<file path="src/rtl/fsq_pkg.sv">
// ****************************************
// flash sequencer constants
// ****************************************
package fsq_pkg;
   // register word offsets (byte addresses)
   localparam logic [7:0] OFS_SEG = 8'h00;
   localparam logic [7:0] OFS_ADDR = 8'h04;
   localparam logic [7:0] OFS_DATA0 = 8'h08;
   localparam logic [7:0] OFS_DATA1 = 8'h0c;
   localparam logic [7:0] OFS_KEY = 8'h10;
   localparam logic [7:0] OFS_CTRL = 8'h14;
   localparam logic [7:0] OFS_SELF = 8'h18;
   localparam logic [7:0] OFS_STATE = 8'h1c;
   // unlock keys
   localparam logic [7:0] KEY_FIRST = 8'hfa;
   localparam logic [7:0] KEY_SECOND = 8'hf5;
   // field positions
   localparam int CTRL_BLOCK_BIT = 0;
   localparam int CTRL_SECTOR_BIT = 1;
   localparam int SELF_EN_BIT = 0;
   localparam int STATE_ERASE_BIT = 0;
   localparam int STATE_PROG_BIT = 1;
   localparam int PM_UNIT_LSBS = 2;
   // segment value that selects the data flash
   localparam logic [7:0] DF_SEGMENT = 8'h0f;
   // reset values
   localparam logic [7:0] SEG_RESET = 8'h00;
   localparam logic [15:0] ADDR_RESET = 16'h0000;
   localparam logic [15:0] DATA_RESET = 16'h0000;
   // timing, figures as printed
   localparam int CLK_MHZ = 250;
   localparam int ERASE_TIME_MS = 50;
   localparam int PM_PROG_TIME_US = 80;
   localparam int DF_PROG_TIME_US = 40;
   localparam int ERASE_CYCLES = ERASE_TIME_MS * 1000 * CLK_MHZ;
   localparam int PM_PROG_CYCLES = PM_PROG_TIME_US * CLK_MHZ;
   localparam int DF_PROG_CYCLES = DF_PROG_TIME_US * CLK_MHZ;
   localparam int TMR_W = 24;
   // operation codes toward the array
   typedef enum logic [1:0] {OP_NONE, OP_PROG, OP_BLOCK_ERASE, OP_SECTOR_ERASE} fsq_op_t;
   typedef enum logic [1:0] {ST_IDLE, ST_ERASE, ST_PROG} fsq_state_t;
endpackage : fsq_pkg

</file>
<file path="src/rtl/fsq_sequencer.sv">
// Notes on behaviour
// - program memory written in four-byte units
// - unused data bytes ignored per space
// - segment picks program memory or data flash
// - data flash runs in background, busy flag
// - keys 0xFA then 0xF5 unlock
// - wrong second key discards first key
// - requests refused while any busy flag
// - cpu halted during program memory erase
// - cpu halted during program memory programming
// - data flash reads invalid while busy
// - data flash programmed one byte
//
// The implementer's own choices: register access over Wishbone and the register offsets.
`timescale 1ns/10ps
`default_nettype none
module fsq_sequencer
   import fsq_pkg::*;
#(
   parameter int ERASE_CNT = ERASE_CYCLES,
   parameter int PM_PROG_CNT = PM_PROG_CYCLES,
   parameter int DF_PROG_CNT = DF_PROG_CYCLES
)
(
   // clock and reset
   input wire logic CORE_CLK,
   input wire logic RSTN,
   // wishbone slave
   input wire logic WB_CYC_I,
   input wire logic WB_STB_I,
   input wire logic WB_WE_I,
   input wire logic [7:0] WB_ADR_I,
   input wire logic [3:0] WB_SEL_I,
   input wire logic [31:0] WB_DAT_I,
   output logic [31:0] WB_DAT_O,
   output logic WB_ACK_O,
   // cpu side
   output logic CPU_HALT,
   output logic DF_READ_VALID,
   // flash array side
   output logic FL_START,
   output logic [1:0] FL_OP,
   output logic FL_DF_SEL,
   output logic [7:0] FL_SEG,
   output logic [15:0] FL_ADDR,
   output logic [31:0] FL_WDATA
);
   // ****************************************
   // bus slave
   // ****************************************
   logic ack_q;
   logic [31:0] rdat_q;
   logic [31:0] rdat_d;
   logic req;
   logic wr;
   logic hit_seg, hit_addr, hit_d0, hit_d1, hit_key, hit_ctrl, hit_self, hit_state;

   // request held by master, answered one cycle later
   assign req = WB_CYC_I && WB_STB_I;
   assign wr = req && WB_WE_I && ack_q;
   assign WB_ACK_O = ack_q;
   assign WB_DAT_O = rdat_q;

   // address decode
   assign hit_seg = (WB_ADR_I == OFS_SEG);
   assign hit_addr = (WB_ADR_I == OFS_ADDR);
   assign hit_d0 = (WB_ADR_I == OFS_DATA0);
   assign hit_d1 = (WB_ADR_I == OFS_DATA1);
   assign hit_key = (WB_ADR_I == OFS_KEY);
   assign hit_ctrl = (WB_ADR_I == OFS_CTRL);
   assign hit_self = (WB_ADR_I == OFS_SELF);
   assign hit_state = (WB_ADR_I == OFS_STATE);

   // ****************************************
   // software registers
   // ****************************************
   logic [7:0] seg_q, seg_d;
   logic [15:0] addr_q, addr_d, d0_q, d0_d, d1_q, d1_d;
   logic self_en_q, self_en_d;
   logic [1:0] ctrl_q, ctrl_d;
   logic key_first_q, key_first_d, unlocked_q, unlocked_d;
   logic wr_b0, wr_b1;

   // byte lane strobes
   assign wr_b0 = WB_SEL_I[0];
   assign wr_b1 = WB_SEL_I[1];

   // plain stores with byte lanes
   assign seg_d = (wr && hit_seg && wr_b0) ? WB_DAT_I[7:0] : seg_q;
   assign addr_d = (wr && hit_addr) ? {wr_b1 ? WB_DAT_I[15:8] : addr_q[15:8],
                                       wr_b0 ? WB_DAT_I[7:0] : addr_q[7:0]} : addr_q;
   assign d0_d = (wr && hit_d0) ? {wr_b1 ? WB_DAT_I[15:8] : d0_q[15:8],
                                   wr_b0 ? WB_DAT_I[7:0] : d0_q[7:0]} : d0_q;
   assign d1_d = (wr && hit_d1) ? {wr_b1 ? WB_DAT_I[15:8] : d1_q[15:8],
                                   wr_b0 ? WB_DAT_I[7:0] : d1_q[7:0]} : d1_q;
   assign self_en_d = (wr && hit_self && wr_b0) ? WB_DAT_I[SELF_EN_BIT] : self_en_q;

   // ****************************************
   // unlock key sequence
   // ****************************************
   logic key_wr, key_is_first, key_is_second, launch;

   assign key_wr = wr && hit_key && wr_b0;
   assign key_is_first = (WB_DAT_I[7:0] == KEY_FIRST);
   assign key_is_second = (WB_DAT_I[7:0] == KEY_SECOND);

   assign key_first_d = key_wr ? (key_is_first && !key_first_q) : key_first_q;
   // second key grants one operation, kept until a launch or until the self enable is cleared
   assign unlocked_d = (key_wr && key_first_q && key_is_second) ? 1'b1 :
                       ((launch || !self_en_q) ? 1'b0 : unlocked_q);

   // ****************************************
   // launch decode
   // ****************************************
   logic df_sel, busy_any, allowed;
   logic erase_req, pm_prog_req, df_prog_req, erase_done;
   logic [1:0] erase_bits;
   logic erase_go, prog_go;

   assign df_sel = (seg_q == DF_SEGMENT);
   assign allowed = unlocked_q && self_en_q && !busy_any;

   assign erase_bits = {WB_DAT_I[CTRL_SECTOR_BIT], WB_DAT_I[CTRL_BLOCK_BIT]};
   assign erase_req = wr && hit_ctrl && wr_b0 && (erase_bits != 2'b00);
   // program memory launched by second data write
   assign pm_prog_req = wr && hit_d1 && !df_sel;
   // data flash launched by lower data byte write
   assign df_prog_req = wr && hit_d0 && wr_b0 && df_sel;

   assign erase_go = erase_req && allowed;
   assign prog_go = (pm_prog_req || df_prog_req) && allowed;
   assign launch = erase_go || prog_go;

   // control bits stand while the erase runs
   assign ctrl_d = erase_go ? erase_bits : (erase_done ? 2'b00 : ctrl_q);

   // ****************************************
   // operation state and timer
   // ****************************************
   fsq_state_t state_q;
   fsq_state_t state_d;
   logic op_df_q;
   logic op_df_d;
   logic tmr_running;
   logic tmr_done;
   logic [TMR_W-1:0] tmr_cycles;
   logic [TMR_W-1:0] prog_cycles;

   assign prog_cycles = df_sel ? TMR_W'(DF_PROG_CNT) : TMR_W'(PM_PROG_CNT);
   assign tmr_cycles = erase_go ? TMR_W'(ERASE_CNT) : prog_cycles;
   assign erase_done = (state_q == ST_ERASE) && tmr_done;
   assign op_df_d = launch ? df_sel : op_df_q;

   // state transitions
   always_comb
   begin
      state_d = state_q;
      case (state_q)
         ST_IDLE:
         begin
            if (erase_go)
               state_d = ST_ERASE;
            else if (prog_go)
               state_d = ST_PROG;
         end
         // busy ends when the count ends
         ST_ERASE, ST_PROG:
         begin
            if (tmr_done)
               state_d = ST_IDLE;
         end
         default:
            state_d = ST_IDLE;
      endcase
   end

   // duration counter
   fsq_op_timer u_timer (
      .clk(CORE_CLK),
      .rst_n(RSTN),
      .load(launch),
      .cycles(tmr_cycles),
      .running(tmr_running),
      .done(tmr_done)
   );

   logic erase_busy_flag;
   logic program_busy_flag;
   assign erase_busy_flag = (state_q == ST_ERASE);
   assign program_busy_flag = (state_q == ST_PROG);
   assign busy_any = erase_busy_flag || program_busy_flag || tmr_running;

   // ****************************************
   // array side capture
   // ****************************************
   logic start_q;
   logic [1:0] op_q;
   logic [1:0] op_d;
   logic [15:0] fl_addr_q;
   logic [15:0] fl_addr_d;
   logic [31:0] fl_wdata_q;
   logic [31:0] fl_wdata_d;
   logic [15:0] pm_addr;
   logic [31:0] pm_word;
   logic [31:0] df_word;

   assign pm_addr = {addr_q[15:PM_UNIT_LSBS], {PM_UNIT_LSBS{1'b0}}};
   // second data write lands this edge, so take it from the bus
   assign pm_word = {wr_b1 ? WB_DAT_I[15:8] : d1_q[15:8], wr_b0 ? WB_DAT_I[7:0] : d1_q[7:0], d0_q};
   // upper first byte and second word ignored
   assign df_word = {24'h000000, WB_DAT_I[7:0]};

   // operation code drops with the busy flags
   assign op_d = erase_go ? (erase_bits[0] ? OP_BLOCK_ERASE : OP_SECTOR_ERASE) :
                 (prog_go ? OP_PROG : (tmr_done ? OP_NONE : op_q));
   assign fl_addr_d = launch ? (df_sel ? addr_q : pm_addr) : fl_addr_q;
   assign fl_wdata_d = prog_go ? (df_sel ? df_word : pm_word) : fl_wdata_q;

   assign FL_START = start_q;
   assign FL_OP = op_q;
   assign FL_DF_SEL = op_df_q;
   assign FL_SEG = seg_q;
   assign FL_ADDR = fl_addr_q;
   assign FL_WDATA = fl_wdata_q;

   // ****************************************
   // cpu side status
   // ****************************************
   logic halt_q;
   logic halt_d;
   logic df_valid_q;
   logic df_valid_d;

   // program memory work halts the cpu
   // data flash work leaves the cpu running
   assign halt_d = launch ? !df_sel : (tmr_done ? 1'b0 : halt_q);
   // data flash reads blocked during its work
   assign df_valid_d = launch ? !df_sel : (tmr_done ? 1'b1 : df_valid_q);
   assign CPU_HALT = halt_q;
   assign DF_READ_VALID = df_valid_q;

   // ****************************************
   // read mux
   // ****************************************
   assign rdat_d = hit_seg ? {24'h000000, seg_q} :
                   hit_addr ? {16'h0000, addr_q} :
                   hit_d0 ? {16'h0000, d0_q} :
                   hit_d1 ? {16'h0000, d1_q} :
                   hit_ctrl ? {30'h00000000, ctrl_q} :
                   hit_self ? {31'h00000000, self_en_q} :
                   // completion seen on the busy flags
                   hit_state ? {30'h00000000, program_busy_flag, erase_busy_flag} :
                   32'h00000000;

   // bus handshake and read data
   always_ff @(posedge CORE_CLK or negedge RSTN)
   begin
      if (!RSTN)
      begin
         ack_q <= 1'b0;
         rdat_q <= 32'h00000000;
      end
      else
      begin
         ack_q <= req && !ack_q;
         rdat_q <= (req && !ack_q) ? rdat_d : rdat_q;
      end
   end

   // software registers
   always_ff @(posedge CORE_CLK or negedge RSTN)
   begin
      if (!RSTN)
      begin
         seg_q <= SEG_RESET;
         addr_q <= ADDR_RESET;
         d0_q <= DATA_RESET;
         d1_q <= DATA_RESET;
         self_en_q <= 1'b0;
         ctrl_q <= 2'b00;
         key_first_q <= 1'b0;
         unlocked_q <= 1'b0;
      end
      else
      begin
         seg_q <= seg_d;
         addr_q <= addr_d;
         d0_q <= d0_d;
         d1_q <= d1_d;
         self_en_q <= self_en_d;
         ctrl_q <= ctrl_d;
         key_first_q <= key_first_d;
         unlocked_q <= unlocked_d;
      end
   end

   // sequencer and array registers
   always_ff @(posedge CORE_CLK or negedge RSTN)
   begin
      if (!RSTN)
      begin
         state_q <= ST_IDLE;
         op_df_q <= 1'b0;
         start_q <= 1'b0;
         op_q <= OP_NONE;
         fl_addr_q <= ADDR_RESET;
         fl_wdata_q <= 32'h00000000;
         halt_q <= 1'b0;
         df_valid_q <= 1'b1;
      end
      else
      begin
         state_q <= state_d;
         op_df_q <= op_df_d;
         start_q <= launch;
         op_q <= op_d;
         fl_addr_q <= fl_addr_d;
         fl_wdata_q <= fl_wdata_d;
         halt_q <= halt_d;
         df_valid_q <= df_valid_d;
      end
   end
endmodule : fsq_sequencer
`default_nettype wire

</file>
<file path="src/rtl/fsq_op_timer.sv">
`timescale 1ns/10ps
`default_nettype none
// ****************************************
// operation duration counter
// ****************************************
module fsq_op_timer
   import fsq_pkg::*;
(
   // clock and reset
   input wire logic clk,
   input wire logic rst_n,
   // control
   input wire logic load,
   input wire logic [TMR_W-1:0] cycles,
   output logic running,
   output logic done
);
   logic [TMR_W-1:0] cnt_q;
   logic [TMR_W-1:0] cnt_d;
   logic run_q;
   logic run_d;
   logic last;

   // last cycle of a running count
   assign last = run_q && (cnt_q == {{(TMR_W-1){1'b0}}, 1'b1});
   assign cnt_d = load ? cycles : (run_q ? cnt_q - {{(TMR_W-1){1'b0}}, 1'b1} : cnt_q);
   assign run_d = load ? 1'b1 : (last ? 1'b0 : run_q);
   assign running = run_q;
   assign done = last;

   // count register
   always_ff @(posedge clk or negedge rst_n)
   begin
      if (!rst_n)
      begin
         cnt_q <= '0;
         run_q <= 1'b0;
      end
      else
      begin
         cnt_q <= cnt_d;
         run_q <= run_d;
      end
   end
endmodule : fsq_op_timer
`default_nettype wire

</file>
<file path="config.mk">
export PLATFORM = sky130hd
export DESIGN_NAME = fsq_sequencer
export DESIGN_NICKNAME = d
export VERILOG_FILES = /design/src/rtl/fsq_pkg.sv /design/src/rtl/fsq_sequencer.sv /design/src/rtl/fsq_op_timer.sv
export SDC_FILE = /design/constraint.sdc
export NUM_CORES = 1
export LEC_CHECK = 0
export BUFFER_PORTS_ARGS = -buffer_cell sky130_fd_sc_hd__buf_2
export CAP_MARGIN = 20
export CORE_MARGIN = 5
export CORE_UTILIZATION = 59
export CTS_BUF_LIST = sky130_fd_sc_hd__clkbuf_8
export CTS_CLUSTER_SIZE = 12
export DETAILED_ROUTE_END_ITERATION = 10
export PLACE_DENSITY_LB_ADDON = 0.05
export SETUP_SLACK_MARGIN = 0.05
export SLEW_MARGIN = 20
export SYNTH_ARGS = -nofsm -noshare
export SYNTH_HDL_FRONTEND = slang
export SYNTH_SLANG_ARGS = --single-unit
</file>
<file path="constraint.sdc">
create_clock -name CORE_CLK -period 5.95 [get_ports CORE_CLK]
set_input_delay 0.595 -clock CORE_CLK [delete_from_list [all_inputs] [get_ports CORE_CLK]]
set_output_delay 0.595 -clock CORE_CLK [all_outputs]
set_load 0.05 [all_outputs]
</file>
Yosys cells after proc, flatten, opt, wreduce, memory -nomap -nowiden
Index checks and enable logic that the tools add are counted.
Widths: inputs -> output; s select.

operators by class
  $add $sub $neg = 1
  equal/unequal tests = 15
  mux-type cells = 31
  reductions and logical operators = 52

operators by type and width
  operator               number
  $mux 24                3
  $mux 16                4
  $eq 8x5->1 const B     4
  $mux 32                1
  $logic_and 1x1->1      28
  $eq 24x1->1 const B    1
  $eq 8x4->1 const B     3
  $sub 24x1->24 const B  1
  $mux 2                 11
  $eq 8x8->1 const B     2
  $mux 8                 2
  $mux 15                1
  $reduce_and 2->1       5
  $reduce_bool 2->1      5
  $eq 8x3->1 const B     1
  $logic_not 8->1        1
  $mux 1                 8
  $logic_not 1->1        5
  $logic_or 1x1->1       5
  $pmux 2 s2             1
  $ne 3x3->1 const B     1
  $reduce_bool 3->1      1
  $eq 2x1->1 const B     1
  $eq 2x2->1 const B     1
  other kinds (3)        3

word-level totals
  flip-flop bits (word level) = 175
  output and inout port bits = 95
  logic and storage cells = 121

Depth between registers and ports, before layout
  depth in word-level cells = 12
  mapped depth = 10

Modules after synthesis
Synthesis repeated with hierarchy kept, for this count alone.

unflattened totals
  cell total of the unflattened synthesis = 699
  area, all modules = 7,608.5 um2

modules (own cells, without submodules)
  module         instances  cells an instance  area an instance (um2)  seq. area each (um2)
  fsq_sequencer  1          540                6,187.2                 3,354.5
  fsq_op_timer   1          159                1,421.4                 625.6

Worst setup path before layout
No wires, ideal clock.

  path type = register to register
  from = register seg_q[4], in the netlist FL_SEG[4]
  to = register fl_addr_q[10], in the netlist FL_ADDR[10]
  library setup time = 125 ps
  arrival = 2,351 ps
  required time = 5,825 ps
  setup slack = 3,474 ps
  cell stages (with the launch flop) = 9
  period minus slack after synthesis = 2,476 ps
  cells stage by stage = dfrtp_1 or4_1 o21ai_0 o32a_1 buf_2 and2_1 buf_6 buf_6 mux2_4

on the way
  word-level cells in the longest chain between the ends = 6
  elaborated cells between the ends (all ways) = 7

ends and longest elaborated chain
  what                      RTL line              RTL
  start: declaration        fsq_sequencer.sv:77   logic [7:0] seg_q, seg_d;
  start signal: assignment  fsq_sequencer.sv:286  seg_q <= seg_d;
  $eq 8x4->1 (*)            fsq_sequencer.sv:120  assign df_sel = (seg_q == DF_SEGMENT);
  $logic_not 1->1           fsq_sequencer.sv:126  assign pm_prog_req = wr && hit_d1 && !df_sel;
  $logic_and 1x1->1         fsq_sequencer.sv:126
  $logic_or 1x1->1 (*)      fsq_sequencer.sv:131  assign prog_go = (pm_prog_req || df_prog_req) && allowed;
  $logic_and 1x1->1 (*)     fsq_sequencer.sv:131
  $logic_or 1x1->1 (*)      fsq_sequencer.sv:132  assign launch = erase_go || prog_go;
  end signal: assignment    fsq_sequencer.sv:317  fl_addr_q <= fl_addr_d;
  end: declaration          fsq_sequencer.sv:199  logic [15:0] fl_addr_q;

Every way passes the cells marked *; elsewhere a longest branch is shown, timed or not.
A chain may end at the register's enable or synchronous reset.

Worst setup path after layout
  from = register ack_q, in the netlist WB_ACK_O
  to = register fl_addr_q[10], in the netlist FL_ADDR[10]

on the way
  word-level cells in the longest chain between the ends = 7
  elaborated cells between the ends (all ways) = 13

ends and longest elaborated chain
  what                             RTL line              RTL
  start: declaration               fsq_sequencer.sv:51   logic ack_q;
  start signal: assignment         fsq_sequencer.sv:265  ack_q <= req && !ack_q;
  $logic_and 1x1->1 (*)            fsq_sequencer.sv:60   assign wr = req && WB_WE_I && ack_q;
  $logic_and 1x1->1 (3 in series)  fsq_sequencer.sv:128  assign df_prog_req = wr && hit_d0 && wr_b0 && df_sel;
  $logic_or 1x1->1                 fsq_sequencer.sv:131
  $logic_and 1x1->1                fsq_sequencer.sv:131
  $logic_or 1x1->1 (*)             fsq_sequencer.sv:132

Marked as above.

==> summary.txt <==
Placed design
  • Place WS: ~2600 ps
  • Final GP Congestion: 0.9343
  • Port Buffers: between 100 and 150
  • DPL Wire Length: about 13 mm

Clock network
  • CTS resizes: 0
  • CTS root buf: clkbuf_8
  • Bufs on Longest Clock Path: 2
  • H-Tree Depth: 4
  • CTS tree: yes
  • Clock slew at reported path FFs: 80 ps
  • Total CTS buffers: 17
  • Post-CTS setup buffer count: 0
  • Post-CTS Hold Fix Bufs: 0
  • Clock Latency Late Sink: approximately 450 ps
  • Clock sinks: 159

Drt
  • WL final: 18.79 mm
  • DRT iter0 DRCs: ~490
  • Vias post-DR: around 5600
  • Iteration count of the initial detailed-routing pass: 4
  • DRC: 0
  • Post-DR vias/cell: between 5 and 6
  • ANT nets after route: 0
  • WL/cell: just under 20 um

Worst setup path
  • Critical path type: register to register
  • Slowest stage cell, crit path: nand4_1
  • CP startpoint kind: register
  • CP Max Fanout: 14
  • Crit-path max cell delay: ~650 ps
  • WP data required: ~6300 ps
  • Worst path depth: 6
  • Crit-path cells: and4_1 > nand4_1 > o32a_1 > and2_1 > buf_4 > mux2_4
  • Buffers & Inverters on Critical Path: 1
  • Delay-heaviest family, CP: simple AND/OR/NAND/NOR gates
  • Path depth of the worst reg2reg path: 6
  • CP arrival: roughly 3200 ps
  • Nature of the critical path endpoint: register

Die
  • Core box area: between 10000 and 15000 um^2
  • FP Rows: ~40
  • Die area: between 15000 and 20000 um^2
  • Top Ports: 144
  • DIE WIDTH: 123.1 um
  • Die H: 123.1 um
  • Initial core utilization: roughly 60%

Timing
  • Final hold violations: 0
  • Tcrit/Tclk final: 48.67%
  • Max Freq: about 0.35 GHz
  • Max Slew Vio Count: 0
  • Worst clock skew: 10.74 ps
  • RSZ-0062 raised after global routing: false
  • Slew @ Worst Pin: 1053 ps
  • Setup TNS: 0 ps
  • Setup-failing EPs final: 0
  • Tmin final: 2896 ps
  • Setup slack after layout: about 3000 ps
  • Slew HR: about 30%

Synthesis
  • Post-Synthesis Cells: around 690
  • Area of the mapped netlist: around 7500 um^2
  • Netlist cell types: 63
  • Yosys reg bits: 159
  • FFs w/ async S/R, synth: 100.0%
  • Ys flop type: dfrtp_1
  • Avg Cell Area, Syn: ~11 um^2
  • Post-synth EDFFs: 0
  • Share of the yosys chip area belonging to registers: around 53%
  • YS warnings: 0

Layout
  • Area growth syn-to-layout: 13.23%
  • Filler cells: between 1000 and 1500
  • Fin nets: around 840
  • Layout cells sized above 1: between 20% and 30%

GRT
  • Vias in the first global route: 5767
  • GRT overflow: 0
  • Largest net degree at the start of global routing: about 110
  • Initial antenna violation count: 2
  • First-pass GRT wire length: between 30 and 40 mm
  • Total track usage: a little over a quarter

Flow run
  • Total of max-cap violations: 0

Outcome
  • Outcome: finished clean

Power and ir drop
  • Maximum vdd drop: roughly 0.00018 V
  • Static Leak: just over 0.004 uW
  • Power Dens Cells: around 250 nW/um^2

Hold path
  • Worst hold path class: input pin to asynchronous set/reset pin
==> final timing paths <==
check | start | end | slack, ps
min in group CORE_CLK | WB_DAT_I[11] | d1_q[11]$_DFFE_PN0N_ | 420
worst max-delay path | WB_ACK_O$_DFF_PN0_ | FL_ADDR[10]$_DFFE_PN0P_ | 3050
worst min-delay path | RSTN | u_timer.cnt_q[0]$_DFFE_PN0P_ | 280
worst max register to register | WB_ACK_O$_DFF_PN0_ | FL_ADDR[10]$_DFFE_PN0P_ | 3050
worst min register to register | FL_WDATA[3]$_DFFE_PN0P_ | FL_WDATA[3]$_DFFE_PN0P_ | 480
max in group asynchronous | RSTN | FL_ADDR[6]$_DFFE_PN0P_ | 4530
==> layout by cell type (no fill, tap or decap), drive strengths merged, types with 2 or more instances in the layout <==
cell / instances
nor3: 17
xor2: 7
or4: 3
dfrtp: 158
a31o: 3
nand2: 88
a31oi: 20
xnor2: 10
nand4b: 2
nand2b: 3
nor4: 14
nor2: 39
mux2i: 28
a221o: 6
a21oi: 12
nor4b: 4
nor2b: 4
clkinvlp: 4
ha: 5
nor3b: 2
o211ai: 3
o21ai: 44
nand3: 31
inv: 13
o21a: 2
or3: 3
conb: 16
a22oi: 9
bufinv: 3
and4: 4
and3: 3
a22o: 3
clkbuf: 19
mux2: 71
a21o: 3
nand4: 5
buf: 117
==> cell usage after synthesis, drive strengths merged (14+ instances only) <==
| library cell | number | area [um^2] |
|---|---|---|
| dfrtp | 158 | 3954 |
| nand2 | 88 | 330.3 |
| mux2 | 71 | 840.8 |
| o21ai | 44 | 220.2 |
| nor2 | 39 | 151.4 |
| buf | 33 | 220.2 |
| nand3 | 31 | 170.2 |
| mux2i | 28 | 280.3 |
| clkbuf | 21 | 78.83 |
| a31oi | 20 | 125.1 |
| nor3 | 17 | 95.09 |
| nor4 | 14 | 121.4 |
==> kinds of logic (layout without fill, tap and decap cells) <==
group           count (synthesis)  count (layout)  synth area share [%]
compound gates                115             115                 9.700
buf+inv                        62             157                 4.361
simple gates                  228             228                 15.49
xor+xnor                       17              17                 1.973
fa+ha+maj                       5               5                0.8290
other cells                     1              17               0.04970
flops                         159             159                 52.74
mux                            99              99                 14.86
==> sequential cells by signal, summed over array words and instances, names as in the netlist <==
signal,cells
FL_WDATA,32
u_timer.cnt_q,24
FL_ADDR,16
WB_DAT_O,16
addr_q,16
d0_q,16
d1_q,16
FL_SEG,8
FL_OP,2
ctrl_q,2
state_q,2
CPU_HALT,1
DF_READ_VALID,1
FL_DF_SEL,1
FL_START,1
WB_ACK_O,1
key_first_q,1
self_en_q,1
u_timer.running,1
unlocked_q,1
==> metrics by stage <==
step / area, um^2 / hold slack [ps] / utilization (%) / cells / power (uW)
finish: 8544 / 278.8 / 67.98 / 969 / 2101
global route: 8544 / 340.0 / 67.98 / 969 / 2179
CTS: 8539 / 316.5 / 67.94 / 968 / 2117
detailed placement: 8143 / 464.6 / 64.79 / 937 / 1313
global placement: 8140 / 458.5 / 64.77 / 937 / 1310
floorplan: 7602 / 299.4 / - / 701 / 1250
==> report_power, final <==
group / internal (uW) / leakage [uW] / total (uW) / switching (uW)
combinational: 37.3 / 0.00184 / 184 / 147
sequential: 1100 / 0.00206 / 1110 / 10.6
clock: 418 / 0.000202 / 810 / 393
==> metal layers <==
metal	GRT usage (%)	vias up	share of wire, %
met5	0	-	0.037
met4	8.097	2	1.0
met3	7.274	14	7.3
met2	40.96	165	48
met1	36.11	2804	44
li1	-	2623	-
==> final cells by class <==
cell class | instances | area (um^2) | area share [%]
clock buffers | 18 | 247.7 | 2.899
diodes | 1 | 2.502 | 0.02929
multi-input cells | 480 | 3298 | 38.60
flip-flops and latches | 159 | 3980 | 46.58
clock inverters | 13 | 148.9 | 1.743
inverters | 8 | 30.03 | 0.3514
repair buffers | 118 | 621.8 | 7.278
well taps | 172 | 215.2 | 2.519
No activity file was read; power rests on OpenSTA's default activity.
